File: src/trace_alarm_pkg.sv
package trace_alarm_pkg;

    // Register indices; the byte address is four times the index
    localparam logic [7:0] IDX_ENABLE     = 8'h20;
    localparam logic [7:0] IDX_STATUS     = 8'h21;
    localparam logic [7:0] IDX_IND_ADDR   = 8'h22;
    localparam logic [7:0] IDX_IND_DATA   = 8'h23;
    localparam logic [7:0] IDX_MODE       = 8'h30;
    localparam logic [7:0] ADDR_ENABLE    = {IDX_ENABLE[5:0], 2'b00};
    localparam logic [7:0] ADDR_STATUS    = {IDX_STATUS[5:0], 2'b00};
    localparam logic [7:0] ADDR_MODE      = {IDX_MODE[5:0], 2'b00};
    localparam logic [7:0] ADDR_IND_ADDR  = {IDX_IND_ADDR[5:0], 2'b00};
    localparam logic [7:0] ADDR_IND_DATA  = {IDX_IND_DATA[5:0], 2'b00};

    // Trace control field positions (map 0, offset 20h)
    localparam int BIT_BUF_SIDE     = 6;
    localparam int BIT_UNSTABLE_EN  = 5;
    localparam int BIT_MISMATCH_EN  = 4;
    localparam int BIT_PERSIST      = 3;
    localparam int BIT_TNULL        = 2;

    // Trace status field positions (map 0, offset 21h)
    localparam int BIT_BUSY         = 7;
    localparam int BIT_UNST_EVENT   = 3;
    localparam int BIT_UNST_STATE   = 2;
    localparam int BIT_MISM_EVENT   = 1;
    localparam int BIT_MISM_STATE   = 0;

    // Line alarm field positions (map 1, offsets 20h and 21h)
    localparam int BIT_PBF_EN       = 7;
    localparam int BIT_APS_EN       = 6;
    localparam int BIT_SYNC_EN      = 5;
    localparam int BIT_FAIL_EN      = 4;
    localparam int BIT_DEGR_EN      = 3;
    localparam int BIT_FAIL_STATE   = 2;
    localparam int BIT_DEGR_STATE   = 1;
    localparam int BIT_PBF_STATE    = 0;

    // Reset values
    localparam logic [7:0] TRACE_CTRL_RST = 8'h04;
    localparam logic [7:0] ALARM_EN_RST   = 8'h00;

    // Counts
    localparam logic [3:0] UNSTABLE_COUNT = 4'h8;
    localparam logic [3:0] PERSIST_SHORT  = 4'h3;
    localparam logic [3:0] PERSIST_LONG   = 4'h5;
    localparam logic [3:0] PBF_DECLARE    = 4'hc;
    localparam logic [3:0] PBF_REMOVE     = 4'h3;
    localparam logic [2:0] ACCESS_CYCLES  = 3'h4;

    localparam logic [1:0] RESP_OKAY   = 2'h0;
    localparam logic [1:0] RESP_SLVERR = 2'h2;

    typedef struct packed {
        logic        awvalid;
        logic [7:0]  awaddr;
        logic        wvalid;
        logic [31:0] wdata;
        logic [3:0]  wstrb;
        logic        bready;
        logic        arvalid;
        logic [7:0]  araddr;
        logic        rready;
    } axi_req_s;

    typedef struct packed {
        logic        awready;
        logic        wready;
        logic        bvalid;
        logic [1:0]  bresp;
        logic        arready;
        logic        rvalid;
        logic [31:0] rdata;
        logic [1:0]  rresp;
    } axi_rsp_s;

    // Line-side events, one-cycle pulses from the overhead processors
    typedef struct packed {
        logic       traceNew;      // a trace message has been received
        logic       traceSame;     // it equals the previous message
        logic       traceExpMatch; // candidate equals expected message
        logic       frameK1;       // a frame boundary with K1 sampled
        logic [7:0] k1Byte;
        logic       degradeSet;
        logic       degradeClr;
        logic       failSet;
        logic       failClr;
        logic       syncCaptured;
        logic       apsCaptured;
    } line_in_s;

endpackage : trace_alarm_pkg

File: src/trace_and_line_alarm_status.sv
// Local design decision: the AXI4-Lite register port.
`timescale 1ns/1ns
`default_nettype none

module trace_and_line_alarm_status
    import trace_alarm_pkg::*;
(
    input  wire logic                      clk,
    input  wire logic                      reset_n,
    input  wire trace_alarm_pkg::axi_req_s axiReq,
    output var   trace_alarm_pkg::axi_rsp_s axiRsp,
    input  wire trace_alarm_pkg::line_in_s lineIn,
    output logic                           interrupt_out_n,
    output logic                           bufAccessStart,
    output logic                           bufReadNotWrite,
    output logic [7:0]                     bufAddress,
    output logic                           bufReceiveSide,
    output logic [7:0]                     bufWriteData,
    input  wire logic                      bufDone,
    input  wire logic [7:0]                bufReadData
);
    import trace_alarm_pkg::*;

    typedef struct packed {
        logic       awHeld;
        logic [7:0] awAddr;
        logic       wHeld;
        logic [31:0] wData;
        logic [3:0] wStrb;
        axi_rsp_s   rsp;
        logic       extendedMap;
        logic [7:0] traceCtrl;
        logic [7:0] alarmEn;
        logic [7:0] indAddr;
        logic [7:0] indData;
        logic       busy;
        logic       accStart;
        logic [2:0] accCnt;
        logic [3:0] diffCnt;
        logic [3:0] sameCnt;
        logic       unstable;
        logic       mismatch;
        logic       mismEvent;
        logic       unstEvent;
        logic [7:0] k1Prev;
        logic [3:0] k1Same;
        logic [3:0] pbfCnt;
        logic       pbf;
        logic       degrade;
        logic       fail;
        logic       degrEvent;
        logic       failEvent;
        logic       syncEvent;
        logic       apsEvent;
        logic       pbfEvent;
        logic       irqN;
    } state_s;

    state_s cur_r;
    state_s cur_nxt;
    logic   rstSync1_r;
    logic   rstSync2_r;

    always_ff @(posedge clk or negedge reset_n) begin
        if (!reset_n) begin
            rstSync1_r <= 1'b0;
            rstSync2_r <= 1'b0;
        end else begin
            rstSync1_r <= 1'b1;
            rstSync2_r <= rstSync1_r;
        end
    end

    function automatic logic [3:0] satInc(input logic [3:0] v);
        satInc = (v == 4'hf) ? v : v + 4'h1;
    endfunction : satInc

    function automatic logic [31:0] readMux(input state_s s,
                                            input logic [7:0] a);
        readMux = 32'h0;
        unique case (a)
            ADDR_ENABLE:
                readMux[7:0] = s.extendedMap ? s.alarmEn : s.traceCtrl;
            ADDR_STATUS: begin
                if (s.extendedMap) begin
                    readMux[BIT_PBF_EN]     = s.pbfEvent;
                    readMux[BIT_APS_EN]     = s.apsEvent;
                    readMux[BIT_SYNC_EN]    = s.syncEvent;
                    readMux[BIT_FAIL_EN]    = s.failEvent;
                    readMux[BIT_DEGR_EN]    = s.degrEvent;
                    readMux[BIT_FAIL_STATE] = s.fail;
                    readMux[BIT_DEGR_STATE] = s.degrade;
                    readMux[BIT_PBF_STATE]  = s.pbf;
                end else begin
                    readMux[BIT_BUSY]       = s.busy;
                    readMux[BIT_UNST_EVENT] = s.unstEvent;
                    readMux[BIT_UNST_STATE] = s.unstable;
                    readMux[BIT_MISM_EVENT] = s.mismEvent;
                    readMux[BIT_MISM_STATE] = s.mismatch;
                end
            end
            ADDR_MODE:     readMux[0]   = s.extendedMap;
            ADDR_IND_ADDR: readMux[7:0] = s.indAddr;
            ADDR_IND_DATA: readMux[7:0] = s.indData;
            default:       readMux      = 32'h0;
        endcase
    endfunction : readMux

    // Any enabled event still latched keeps the interrupt asserted
    function automatic logic pendingIrq(input state_s s);
        logic traceIrq;
        logic alarmIrq;
        traceIrq = (s.unstEvent && s.traceCtrl[BIT_UNSTABLE_EN]) ||
                   (s.mismEvent && s.traceCtrl[BIT_MISMATCH_EN]);
        alarmIrq = (s.degrEvent && s.alarmEn[BIT_DEGR_EN]) ||
                   (s.failEvent && s.alarmEn[BIT_FAIL_EN]) ||
                   (s.syncEvent && s.alarmEn[BIT_SYNC_EN]) ||
                   (s.apsEvent  && s.alarmEn[BIT_APS_EN]) ||
                   (s.pbfEvent  && s.alarmEn[BIT_PBF_EN]);
        pendingIrq = traceIrq || alarmIrq;
    endfunction : pendingIrq

    function automatic logic mapped(input logic [7:0] a);
        mapped = (a == ADDR_ENABLE) || (a == ADDR_STATUS) ||
                 (a == ADDR_MODE) || (a == ADDR_IND_ADDR) ||
                 (a == ADDR_IND_DATA);
    endfunction : mapped

    logic       doWrite;
    logic       doRead;
    logic       readTrace;
    logic       readAlarm;
    logic       unstNew;
    logic       mismNew;
    logic       pbfNew;
    logic       degrNew;
    logic       failNew;
    logic [3:0] acceptCnt;

    always_comb begin
        cur_nxt = cur_r;
        doWrite = 1'b0;
        doRead  = 1'b0;
        readTrace = 1'b0;
        readAlarm = 1'b0;
        cur_nxt.accStart = 1'b0;

        // Write address and data taken in either order
        if (axiReq.awvalid && cur_r.rsp.awready) begin
            cur_nxt.awHeld = 1'b1;
            cur_nxt.awAddr = axiReq.awaddr;
        end
        if (axiReq.wvalid && cur_r.rsp.wready) begin
            cur_nxt.wHeld = 1'b1;
            cur_nxt.wData = axiReq.wdata;
            cur_nxt.wStrb = axiReq.wstrb;
        end
        if (cur_r.awHeld && cur_r.wHeld && !cur_r.rsp.bvalid) begin
            doWrite = cur_r.wStrb[0];
            cur_nxt.rsp.bvalid = 1'b1;
            cur_nxt.rsp.bresp  = mapped(cur_r.awAddr) ? RESP_OKAY
                                                       : RESP_SLVERR;
            cur_nxt.awHeld = 1'b0;
            cur_nxt.wHeld  = 1'b0;
        end
        if (cur_r.rsp.bvalid && axiReq.bready)
            cur_nxt.rsp.bvalid = 1'b0;
        cur_nxt.rsp.awready = !cur_nxt.awHeld && !cur_nxt.rsp.bvalid;
        cur_nxt.rsp.wready  = !cur_nxt.wHeld && !cur_nxt.rsp.bvalid;

        if (axiReq.arvalid && cur_r.rsp.arready) begin
            doRead = 1'b1;
            cur_nxt.rsp.rvalid = 1'b1;
            cur_nxt.rsp.rdata  = readMux(cur_r, axiReq.araddr);
            cur_nxt.rsp.rresp  = mapped(axiReq.araddr) ? RESP_OKAY
                                                        : RESP_SLVERR;
            readTrace = (axiReq.araddr == ADDR_STATUS) && !cur_r.extendedMap;
            readAlarm = (axiReq.araddr == ADDR_STATUS) && cur_r.extendedMap;
        end
        if (cur_r.rsp.rvalid && axiReq.rready)
            cur_nxt.rsp.rvalid = 1'b0;
        cur_nxt.rsp.arready = !cur_nxt.rsp.rvalid;

        if (doWrite) begin
            unique case (cur_r.awAddr)
                ADDR_ENABLE: begin
                    if (cur_r.extendedMap)
                        cur_nxt.alarmEn = cur_r.wData[7:0];
                    else
                        cur_nxt.traceCtrl = cur_r.wData[7:0];
                end
                ADDR_MODE:
                    cur_nxt.extendedMap = cur_r.wData[0];
                ADDR_IND_ADDR: begin
                    cur_nxt.indAddr  = cur_r.wData[7:0];
                    cur_nxt.busy     = 1'b1;
                    cur_nxt.accStart = 1'b1;
                    cur_nxt.accCnt   = ACCESS_CYCLES;
                end
                ADDR_IND_DATA:
                    cur_nxt.indData = cur_r.wData[7:0];
                default: ;
            endcase
        end

        // Indirect access ends on done, or after a fixed wait
        if (cur_r.busy && !cur_r.accStart) begin
            if (cur_r.accCnt != 3'h0)
                cur_nxt.accCnt = cur_r.accCnt - 3'h1;
            if (bufDone || cur_r.accCnt == 3'h0) begin
                cur_nxt.busy = 1'b0;
                if (cur_r.indAddr[7])
                    cur_nxt.indData = bufReadData;
            end
        end

        // Trace message persistence and stability
        acceptCnt = cur_r.traceCtrl[BIT_PERSIST] ? PERSIST_LONG
                                                 : PERSIST_SHORT;
        if (lineIn.traceNew) begin
            if (lineIn.traceSame) begin
                cur_nxt.diffCnt = 4'h0;
                cur_nxt.sameCnt = satInc(cur_r.sameCnt);
                // Compare repeats, so a saturated count cannot wrap
                if (satInc(cur_r.sameCnt) >= acceptCnt - 4'h1) begin
                    cur_nxt.unstable = 1'b0;
                    cur_nxt.mismatch = !lineIn.traceExpMatch;
                end
            end else begin
                cur_nxt.sameCnt = 4'h0;
                cur_nxt.diffCnt = satInc(cur_r.diffCnt);
                if (satInc(cur_r.diffCnt) >= UNSTABLE_COUNT)
                    cur_nxt.unstable = 1'b1;
            end
        end
        unstNew = cur_nxt.unstable != cur_r.unstable;
        mismNew = cur_nxt.mismatch != cur_r.mismatch;
        if (readTrace) begin
            cur_nxt.unstEvent = 1'b0;
            cur_nxt.mismEvent = 1'b0;
        end
        if (unstNew)
            cur_nxt.unstEvent = 1'b1;
        if (mismNew)
            cur_nxt.mismEvent = 1'b1;

        // Protection byte failure on K1 consistency
        if (lineIn.frameK1) begin
            cur_nxt.k1Prev = lineIn.k1Byte;
            if (lineIn.k1Byte == cur_r.k1Prev)
                cur_nxt.k1Same = satInc(cur_r.k1Same);
            else
                cur_nxt.k1Same = 4'h1;
            if (cur_nxt.k1Same >= PBF_REMOVE) begin
                cur_nxt.pbfCnt = 4'h0;
                cur_nxt.pbf    = 1'b0;
            end else begin
                cur_nxt.pbfCnt = satInc(cur_r.pbfCnt);
                if (satInc(cur_r.pbfCnt) >= PBF_DECLARE)
                    cur_nxt.pbf = 1'b1;
            end
        end

        // Threshold crossing states
        if (lineIn.degradeSet)
            cur_nxt.degrade = 1'b1;
        else if (lineIn.degradeClr)
            cur_nxt.degrade = 1'b0;
        if (lineIn.failSet)
            cur_nxt.fail = 1'b1;
        else if (lineIn.failClr)
            cur_nxt.fail = 1'b0;
        pbfNew  = cur_nxt.pbf != cur_r.pbf;
        degrNew = cur_nxt.degrade != cur_r.degrade;
        failNew = cur_nxt.fail != cur_r.fail;

        if (readAlarm) begin
            cur_nxt.degrEvent = 1'b0;
            cur_nxt.failEvent = 1'b0;
            cur_nxt.syncEvent = 1'b0;
            cur_nxt.apsEvent  = 1'b0;
            cur_nxt.pbfEvent  = 1'b0;
        end
        if (degrNew)
            cur_nxt.degrEvent = 1'b1;
        if (failNew)
            cur_nxt.failEvent = 1'b1;
        if (lineIn.syncCaptured)
            cur_nxt.syncEvent = 1'b1;
        if (lineIn.apsCaptured)
            cur_nxt.apsEvent = 1'b1;
        if (pbfNew)
            cur_nxt.pbfEvent = 1'b1;

        cur_nxt.irqN = !pendingIrq(cur_nxt);
    end

    always_ff @(posedge clk or negedge rstSync2_r) begin
        if (!rstSync2_r) begin
            cur_r             <= '0;
            cur_r.traceCtrl   <= TRACE_CTRL_RST;
            cur_r.alarmEn     <= ALARM_EN_RST;
            cur_r.rsp.awready <= 1'b1;
            cur_r.rsp.wready  <= 1'b1;
            cur_r.rsp.arready <= 1'b1;
            cur_r.irqN        <= 1'b1;
        end else begin
            cur_r <= cur_nxt;
        end
    end

    assign axiRsp          = cur_r.rsp;
    assign interrupt_out_n = cur_r.irqN;
    assign bufAccessStart  = cur_r.accStart;
    assign bufReadNotWrite = cur_r.indAddr[7];
    assign bufAddress      = {1'b0, cur_r.indAddr[6:0]};
    assign bufReceiveSide  = cur_r.traceCtrl[BIT_BUF_SIDE];
    assign bufWriteData    = cur_r.indData;

endmodule : trace_and_line_alarm_status

`default_nettype wire

File: config.mk
export PLATFORM = sky130hd
export DESIGN_NAME = trace_and_line_alarm_status
export DESIGN_NICKNAME = d
export VERILOG_FILES = /design/src/trace_alarm_pkg.sv /design/src/trace_and_line_alarm_status.sv
export SDC_FILE = /design/constraint.sdc
export NUM_CORES = 1
export LEC_CHECK = 0
export ABC_CLOCK_PERIOD_IN_PS = 4190
export BUFFER_PORTS_ARGS = -buffer_cell sky130_fd_sc_hd__buf_2
export CORE_ASPECT_RATIO = 0.5
export CORE_MARGIN = 2
export CORE_UTILIZATION = 45
export CTS_CLUSTER_SIZE = 25
export DETAILED_ROUTE_END_ITERATION = 16
export GPL_TIMING_DRIVEN = 1
export PLACE_DENSITY = 0.7
export SETUP_SLACK_MARGIN = 0.3
export SYNTH_ARGS = -nofsm -noshare
export SYNTH_HDL_FRONTEND = slang
export SYNTH_SLANG_ARGS = --single-unit
File: constraint.sdc
create_clock -name clk -period 4.19 [get_ports clk]
set_input_delay 0.838 -clock clk [delete_from_list [all_inputs] [get_ports clk]]
set_output_delay 0.838 -clock clk [all_outputs]
set_load 0.01 [all_outputs]
-- Word level (Yosys, flattened, before mapping)
Cells that the tools add are included.
- register bits: 140
- input port bits: 86
- output and inout port bits: 61
- word-level logic and storage cells: 182
- add/sub/neg operators: 6
- order comparisons: 4
- equality and inequality tests: 20
- muxes and demuxes: 59
- bitwise gates (word level): 1
- reductions and logical operators: 49
- operator list (operator ; count):
    $eq A8 B8 Y1 const B ; 10
    $mux W35 ; 2
    $mux W8 ; 5
    $mux W37 ; 1
    $mux W9 ; 4
    $mux W4 ; 7
    $pmux W7 S4 ; 1
    $mux W1 ; 23
    $logic_and A1 B1 Y1 ; 19
    $add A4 B1 Y4 const B ; 4
    $eq A4 B4 Y1 const B ; 4
    $logic_or A1 B1 Y1 ; 15
    $mux W3 ; 5
    $mux W5 ; 3
    $mux W14 ; 1
    $mux W2 ; 5
    $logic_not A1 Y1 ; 9
    $eq A8 B8 Y1 ; 1
    $ge A4 B4 Y1 const B ; 2
    $mux W6 ; 1
    $reduce_and A3 Y1 ; 2
    $ne A1 B1 Y1 ; 5
    $pmux W1 S5 ; 1
    $ge A4 B2 Y1 const B ; 1
    7 further kinds ; 8

-- Depth between registers and ports, before layout
Gate-level depths: netlist of run 1.
- word-level depth: 13
- mapped depth: 10
- mapped depth without buffers: 10

-- Worst setup path before layout of run 1
No wires, ideal clock.
- kind: input-to-reg
- start: input axiReq[6] (netlist bit)
- end: register cur_r (netlist bit interrupt_out_n)
- library setup time: 0.116 ns
- arrival time: 2.532 ns
- required time: 4.074 ns
- slack: 1.542 ns
- stages: 6
- path buffers: 0
- path through: nor4_2 -> and4b_1 -> or3b_2 -> a2bb2oi_1 -> a21boi_1 -> a2111oi_1
- RTL lines (element ; line ; source):
    from (decl) ; trace_and_line_alarm_status.sv:10 ; input wire trace_alarm_pkg::axi_req_s axiReq,
    to (signal assigned) ; trace_and_line_alarm_status.sv:308 ; cur_r <= cur_nxt;
    to (decl) ; trace_and_line_alarm_status.sv:59 ; state_s cur_r;

==> impl_metrics.tcl, run 1 <==
set metrics [dict create \
    vias 3862 \
    reg2reg_slack_ns 1.30 \
    regArea_um2 2788 \
    cp_slowest_cell "o311ai_0" \
    syn_to_final_growth_pct 11.16 \
    fillerInstances 1145 \
    totalWireLength_um 11440 \
    gp_congestion 0.7948 \
    viasPerCell 5.163 \
    crit_buf_inv 0 \
    ir_drop_mv 0.2671 \
    grt_pass1_wl_um 18790 \
    antenna_found_initial 0 \
    relSlewSlack_pct 16.38 \
    cts_root_buf "clkbuf_16" \
    synth_top_area_cell "dfrtp_1" \
    synth.top_cells.by_area "dfrtp_1 46%, mux2_2 11%, buf_4 7.5%, o21ai_0 2.8%, mux2i_1 2.6%" \
    hp-class "in -> async" \
    ant_nets 0 \
    clk_pin_slew_ns 0.07 \
    tns_ns 0 \
    grt_overflow 0 \
    drive_above_1_share_pct 32.87 \
    drt_iter0_drc 202 \
    crit_chain "ha_1 > and2_1 > a21oi_1 > o311ai_0 > o311ai_0 > a2111oi_1" \
    portBuffers 92 \
    wl_per_cell_um 15.30 \
    cts_buffers 9 \
    synth_edf_count 0 \
    synth.avg_cell_area_um2 11.14 \
    layout_min_cycle_time_ns 2.886 \
    ys.warnings.count 0 \
    finalPower_uw 2977 \
    nNetsFinal 669 \
    core_um2 12520 \
    synthArstFlopShare_pct 100.0 \
    top_layer "met4" \
    rows 29 \
    status "finished clean" \
    max_freq_ghz 0.3465 \
    fin_crit_sh_pct 68.88 \
    fp.dieH_um 83.69 \
    grt_max_degree 70 \
    p_leak_uw 0.002994 \
    critPathArrivalTime_ns 3.12 \
    cp.required_ns 4.42 \
    first_global_vias 3791 \
    clock_latency_ns 0.35 \
    grt_usage_pct 17.46 \
    drc 0 \
    die_area_um2 13670 \
    cts_tree "yes" \
    dr_wl_met2_um 5373 \
    ys_ff_latch 111 \
    cpLargestDelayFamily "compound AO/OA/AOI/OAI gates" \
    initial_core_util_pct 45.66 \
    cts_resized 0 \
    synth_flop_cell "dfrtp_1" \
    power_density_nw_per_um2 468.6 \
    synthCells 513 \
    met3WireLength_um 630 \
    io_pins 147 \
    finalClockSkew_ns 0.009075 \
    wl_met1_um 5324 \
    clock_sinks 111 \
    crit_type "reg -> reg" \
    setup_viol 0 \
    worst_pin_slew_ns 1.239 \
    clk_path_buf_depth 2 \
    synth_top_area_share_pct 46.41 \
    yosysSeqAreaShare_pct 48.71 \
    ctsHoldBuffers 0 \
    die_w_um 163.4 \
    dp_hpwl_um 8437 \
    critPathLaunchType "flip-flop" \
    slew_viol_final 0 \
    post-cts-setup-buffer-count 0 \
    antennaDiodeCount 0 \
    critPathMostFrequentCell "o311ai_0" \
    crit_path_end_kind "flip-flop" \
    ys_types 62 \
    dr.pass1.iters 4 \
    rsz0062_at_grt "false" \
    multi_input_area_um2 2467 \
    hold_viol 0 \
    cap_violations 0 \
    crit_path_max_fanout 7 \
    syn_area_um2 5715 \
    h-tree-depth 3 \
    critPathMaxStageDelay_ns 1.00 \
]
## per-stage QoR
step | instances | hold slack (ns) | setup slack, ns | util, % | area (um2)
6_report | 748 | 0.2597 | 1.304 | 50.75 | 6354
4_1_cts | 748 | 0.2501 | 1.322 | 50.75 | 6354
3_3_place_gp | 734 | 0.3348 | 1.234 | 48.35 | 6052
5_1_grt | 748 | 0.2510 | 1.124 | 50.75 | 6354
3_5_place_dp | 734 | 0.3347 | 1.205 | 48.35 | 6052
2_1_floorplan | 539 | 0.3312 | 0.8776 | - | 5813
## flip-flops by register name, indices dropped and copies added (netlist names)
name / count
axiRsp: 15
bufAccessStart: 1
interrupt_out_n: 1
rstSync2_r: 1
rstSync1_r: 1
bufReceiveSide: 1
cur_r: 75
bufReadNotWrite: 1
bufAddress: 7
bufWriteData: 8
## path summary, 6_finish.rpt
| kind | from | to | depth (start not counted) |
|---|---|---|---|
| worst max-delay path | cur_r[13] | interrupt_out_n | 6 |
| worst min-delay path | reset_n | rstSync1_r | 1 |
| worst max register to register | cur_r[13] | interrupt_out_n | 6 |
| worst min register to register | rstSync1_r | rstSync2_r | 0 |
| max in group asynchronous | rstSync2_r | interrupt_out_n | 1 |
| min in group clk | rstSync1_r | rstSync2_r | 0 |
## area by class of cell
cell class,count,share of cell area (%)
Inverter,21,1.241
Sequential cell,111,43.88
Multi-Input combinational cell,334,38.83
Clock inverter,4,1.142
Clock buffer,10,3.604
Timing Repair Buffer,98,7.956
Tap cell,170,3.348
## power breakdown
part	internal (uW)	switching [uW]
clock network	517	371
logic	310	280
registers	1280	215
## placed cells by master (no fill, tap or decap), drive strengths merged, types with 6 or more instances in the layout
cell	instances
dfrtp	106
buf	98
mux2	57
nand2	38
o21ai	32
conb	28
a21oi	22
inv	21
nor2	18
mux2i	15
clkbuf	10
nand3	9
xor2	8
ha	8
nor3	6
## cells in the mapped netlist (all sizes together) (3+ instances only)
| master | instances |
|---|---|
| o21ai | 32 |
| a21o | 5 |
| o31ai | 3 |
| ha | 8 |
| xor2 | 8 |
| nor3 | 6 |
| nor4 | 5 |
| dfstp | 5 |
| dfrtp | 106 |
| a22o | 5 |
| nand4 | 3 |
| a21boi | 3 |
| nand3b | 3 |
| o22ai | 4 |
| inv | 21 |
| and3 | 3 |
| buf | 62 |
| clkbuf | 11 |
| a31oi | 3 |
| a211oi | 3 |
| a32oi | 3 |
| nor2b | 5 |
| nor2 | 18 |
| mux2 | 57 |
| mux2i | 15 |
| a21oi | 22 |
| nand2b | 4 |
| nand2 | 38 |
| nand3 | 9 |
| and4b | 3 |
| mux4 | 5 |
## layer usage
layer	GRT usage (%)	up-vias
li1	-	1870
met1	23.18	1896
met2	28.92	86
met3	4.372	10
met4	4.103	0
met5	0	-
## cells by family after synthesis
kind of cell | count (synthesis) | synth area share, %
AOI/OAI and AO/OA | 103 | 11.73
xor gates and xnor gates | 10 | 1.533
adders and majority gates | 8 | 1.751
buffers and inverters | 94 | 9.939
DFF | 111 | 48.71
muxes | 77 | 15.96
other | 2 | 0.1314
and+or+nand+nor | 108 | 10.24
(Power assumes the default switching activity.)
==> run 2: changes to the inputs <==
--- a/config.mk
+++ b/config.mk
@@ -5,7 +5,7 @@
 export SDC_FILE = /design/constraint.sdc
 export NUM_CORES = 1
 export LEC_CHECK = 0
-export ABC_CLOCK_PERIOD_IN_PS = 4190
+export ABC_CLOCK_PERIOD_IN_PS = 2840
 export BUFFER_PORTS_ARGS = -buffer_cell sky130_fd_sc_hd__buf_2
 export CORE_ASPECT_RATIO = 0.5
 export CORE_MARGIN = 2
==> constraint.sdc (replaced) <==
create_clock -name clk -period 2.84 [get_ports clk]
set_input_delay 0.568 -clock clk [delete_from_list [all_inputs] [get_ports clk]]
set_output_delay 0.568 -clock clk [all_outputs]
set_load 0.01 [all_outputs]
==> impl_metrics.tcl, run 2 (same netlist as run 1, synthesis figures left out) <==
set metrics [dict create \
    status "finished clean" \
    finalClockSkew_ns 0.007277 \
    crit_type "reg -> reg" \
    cts_tree "yes" \
    r2r-start "cur_r[153]" \
    clock_sinks 111 \
    hold_start "rstSync1_r" \
    hold_slack_ns 0.3586 \
    vias 3997 \
    cp.required_ns 3.09 \
    wl_per_cell_um 15.26 \
    syn_to_final_growth_pct 14.91 \
    worst_pin_slew_ns 0.8000 \
    cap_violations 0 \
    tns_ns 0 \
    power_density_nw_per_um2 683.3 \
    hp-class "reg -> reg" \
    relSlewSlack_pct 45.99 \
    hold_viol 0 \
    io_pins 147 \
    ir_drop_mv 0.3844 \
    core_um2 12520 \
    critPathMaxStageDelay_ns 0.57 \
    crit_path_end_kind "flip-flop" \
    clk_path_buf_depth 2 \
    die_w_um 163.4 \
    fillerInstances 1103 \
    final_common_cell "dfrtp_1" \
    die_area_um2 13670 \
    clk_pin_slew_ns 0.07 \
    pre_cts_slack_ns 0.08190 \
    crit_path_max_fanout 3 \
    slew_viol_final 0 \
    grt_overflow 0 \
    crit_chain "or4b_4 > or3_4 > nor4_4 > buf_4 > mux2_4 > a21boi_4 > a2111oi_4" \
    grt_pass1_wl_um 19260 \
    portBuffers 92 \
    rows 29 \
    fp.dieH_um 83.69 \
    grt_max_degree 52 \
    crit_buf_inv 1 \
    dp_hpwl_um 8596 \
    initial_core_util_pct 45.66 \
    regArea_um2 2788 \
    drt_iter0_drc 212 \
    regMostFlops "cur_r" \
    post-route-worst-setup-slack_ns 0.2897 \
    fin_crit_sh_pct 89.80 \
    dr.pass1.iters 4 \
    h-tree-depth 3 \
    antenna_found_initial 0 \
    critPathArrivalTime_ns 2.80 \
    multi_input_area_um2 2539 \
    cp_slowest_cell "or4b_4" \
    gp_congestion 0.8097 \
    cts_buffers 9 \
    ant_nets 0 \
    max_freq_ghz 0.3921 \
    critPathLaunchType "flip-flop" \
    cp-startpoint "cur_r[153]" \
    largest_reg_flops 75 \
    antennaDiodeCount 0 \
    p_leak_uw 0.003096 \
    first_global_vias 3904 \
    setup_viol 0 \
    nNetsFinal 682 \
    drive_above_1_share_pct 35.24 \
    rsz0062_at_grt "true" \
    clock_latency_ns 0.35 \
    totalWireLength_um 11640 \
    viasPerCell 5.239 \
    grt_usage_pct 18.04 \
    layout_min_cycle_time_ns 2.550 \
    final_cell_mix "105 x dfrtp_1, 92 x buf_2, 51 x mux2_2" \
    cpLargestDelayFamily "simple AND/OR/NAND/NOR gates" \
    cts_root_buf "clkbuf_16" \
    drc 0 \
]
## run 2: per-stage QoR
stage / cells / util (%) / area, um2 / power [uW]
detailed placement: 740 / 48.81 / 6110 / 3131
global route: 763 / 52.46 / 6568 / 4761
finish: 763 / 52.46 / 6568 / 4488
CTS: 759 / 51.66 / 6467 / 4502
global placement: 740 / 48.81 / 6110 / 3091
floorplan: 539 / - / 5814 / 2909
## run 2: report_power, final
group / leakage (uW) / switching, uW / internal, uW
Clock: 0.000156 / 564 / 798
Combinational: 0.00158 / 441 / 477
Sequential: 0.00136 / 313 / 1900
## run 2: metal layers
| layer | up-vias | track usage [%] | share of wire [%] |
|---|---|---|---|
| met5 | - | 0 | 0 |
| li1 | 1903 | - | - |
| met2 | 101 | 28.81 | 46 |
| met4 | 0 | 4.586 | 1.2 |
| met1 | 1978 | 24.27 | 47 |
| met3 | 15 | 5.216 | 5.8 |
## run 2: what timing repair did
action	CTS	global route
resized for setup	3	12
setup buffers	2	4
gates cloned	0	0
hold endpoints to repair	2	0
hold buffers	1	0
endpoints found under the setup margin	1	1
pin swaps	4	6
## run 2: layout make-up
cell class | instances | share of cell area, %
repair buffers | 111 | 9.526
clock inverters | 5 | 1.238
well taps | 170 | 3.239
flip-flops and latches | 111 | 42.45
clock buffers | 11 | 3.696
multi-input cells | 334 | 38.65
inverters | 21 | 1.200
## run 2: worst register-to-register path, delay by kind of cell (launching register included)
kind | cells | cell delay (ns)
mux | 1 | 0.31
compound gates | 2 | 0.48
flops | 1 | 0.38
buf+inv | 1 | 0.18
simple gates | 3 | 1.11
## run 2: path summary, 6_finish.rpt
check,cells past startpoint,to,slack (ns)
min in group asynchronous,0,cur_r[158],0.39
max in group asynchronous,1,cur_r[68],1.67
worst min-delay path,0,rstSync2_r,0.36
worst min register to register,0,rstSync2_r,0.36
worst max register to register,7,interrupt_out_n,0.29
worst max-delay path,7,interrupt_out_n,0.29
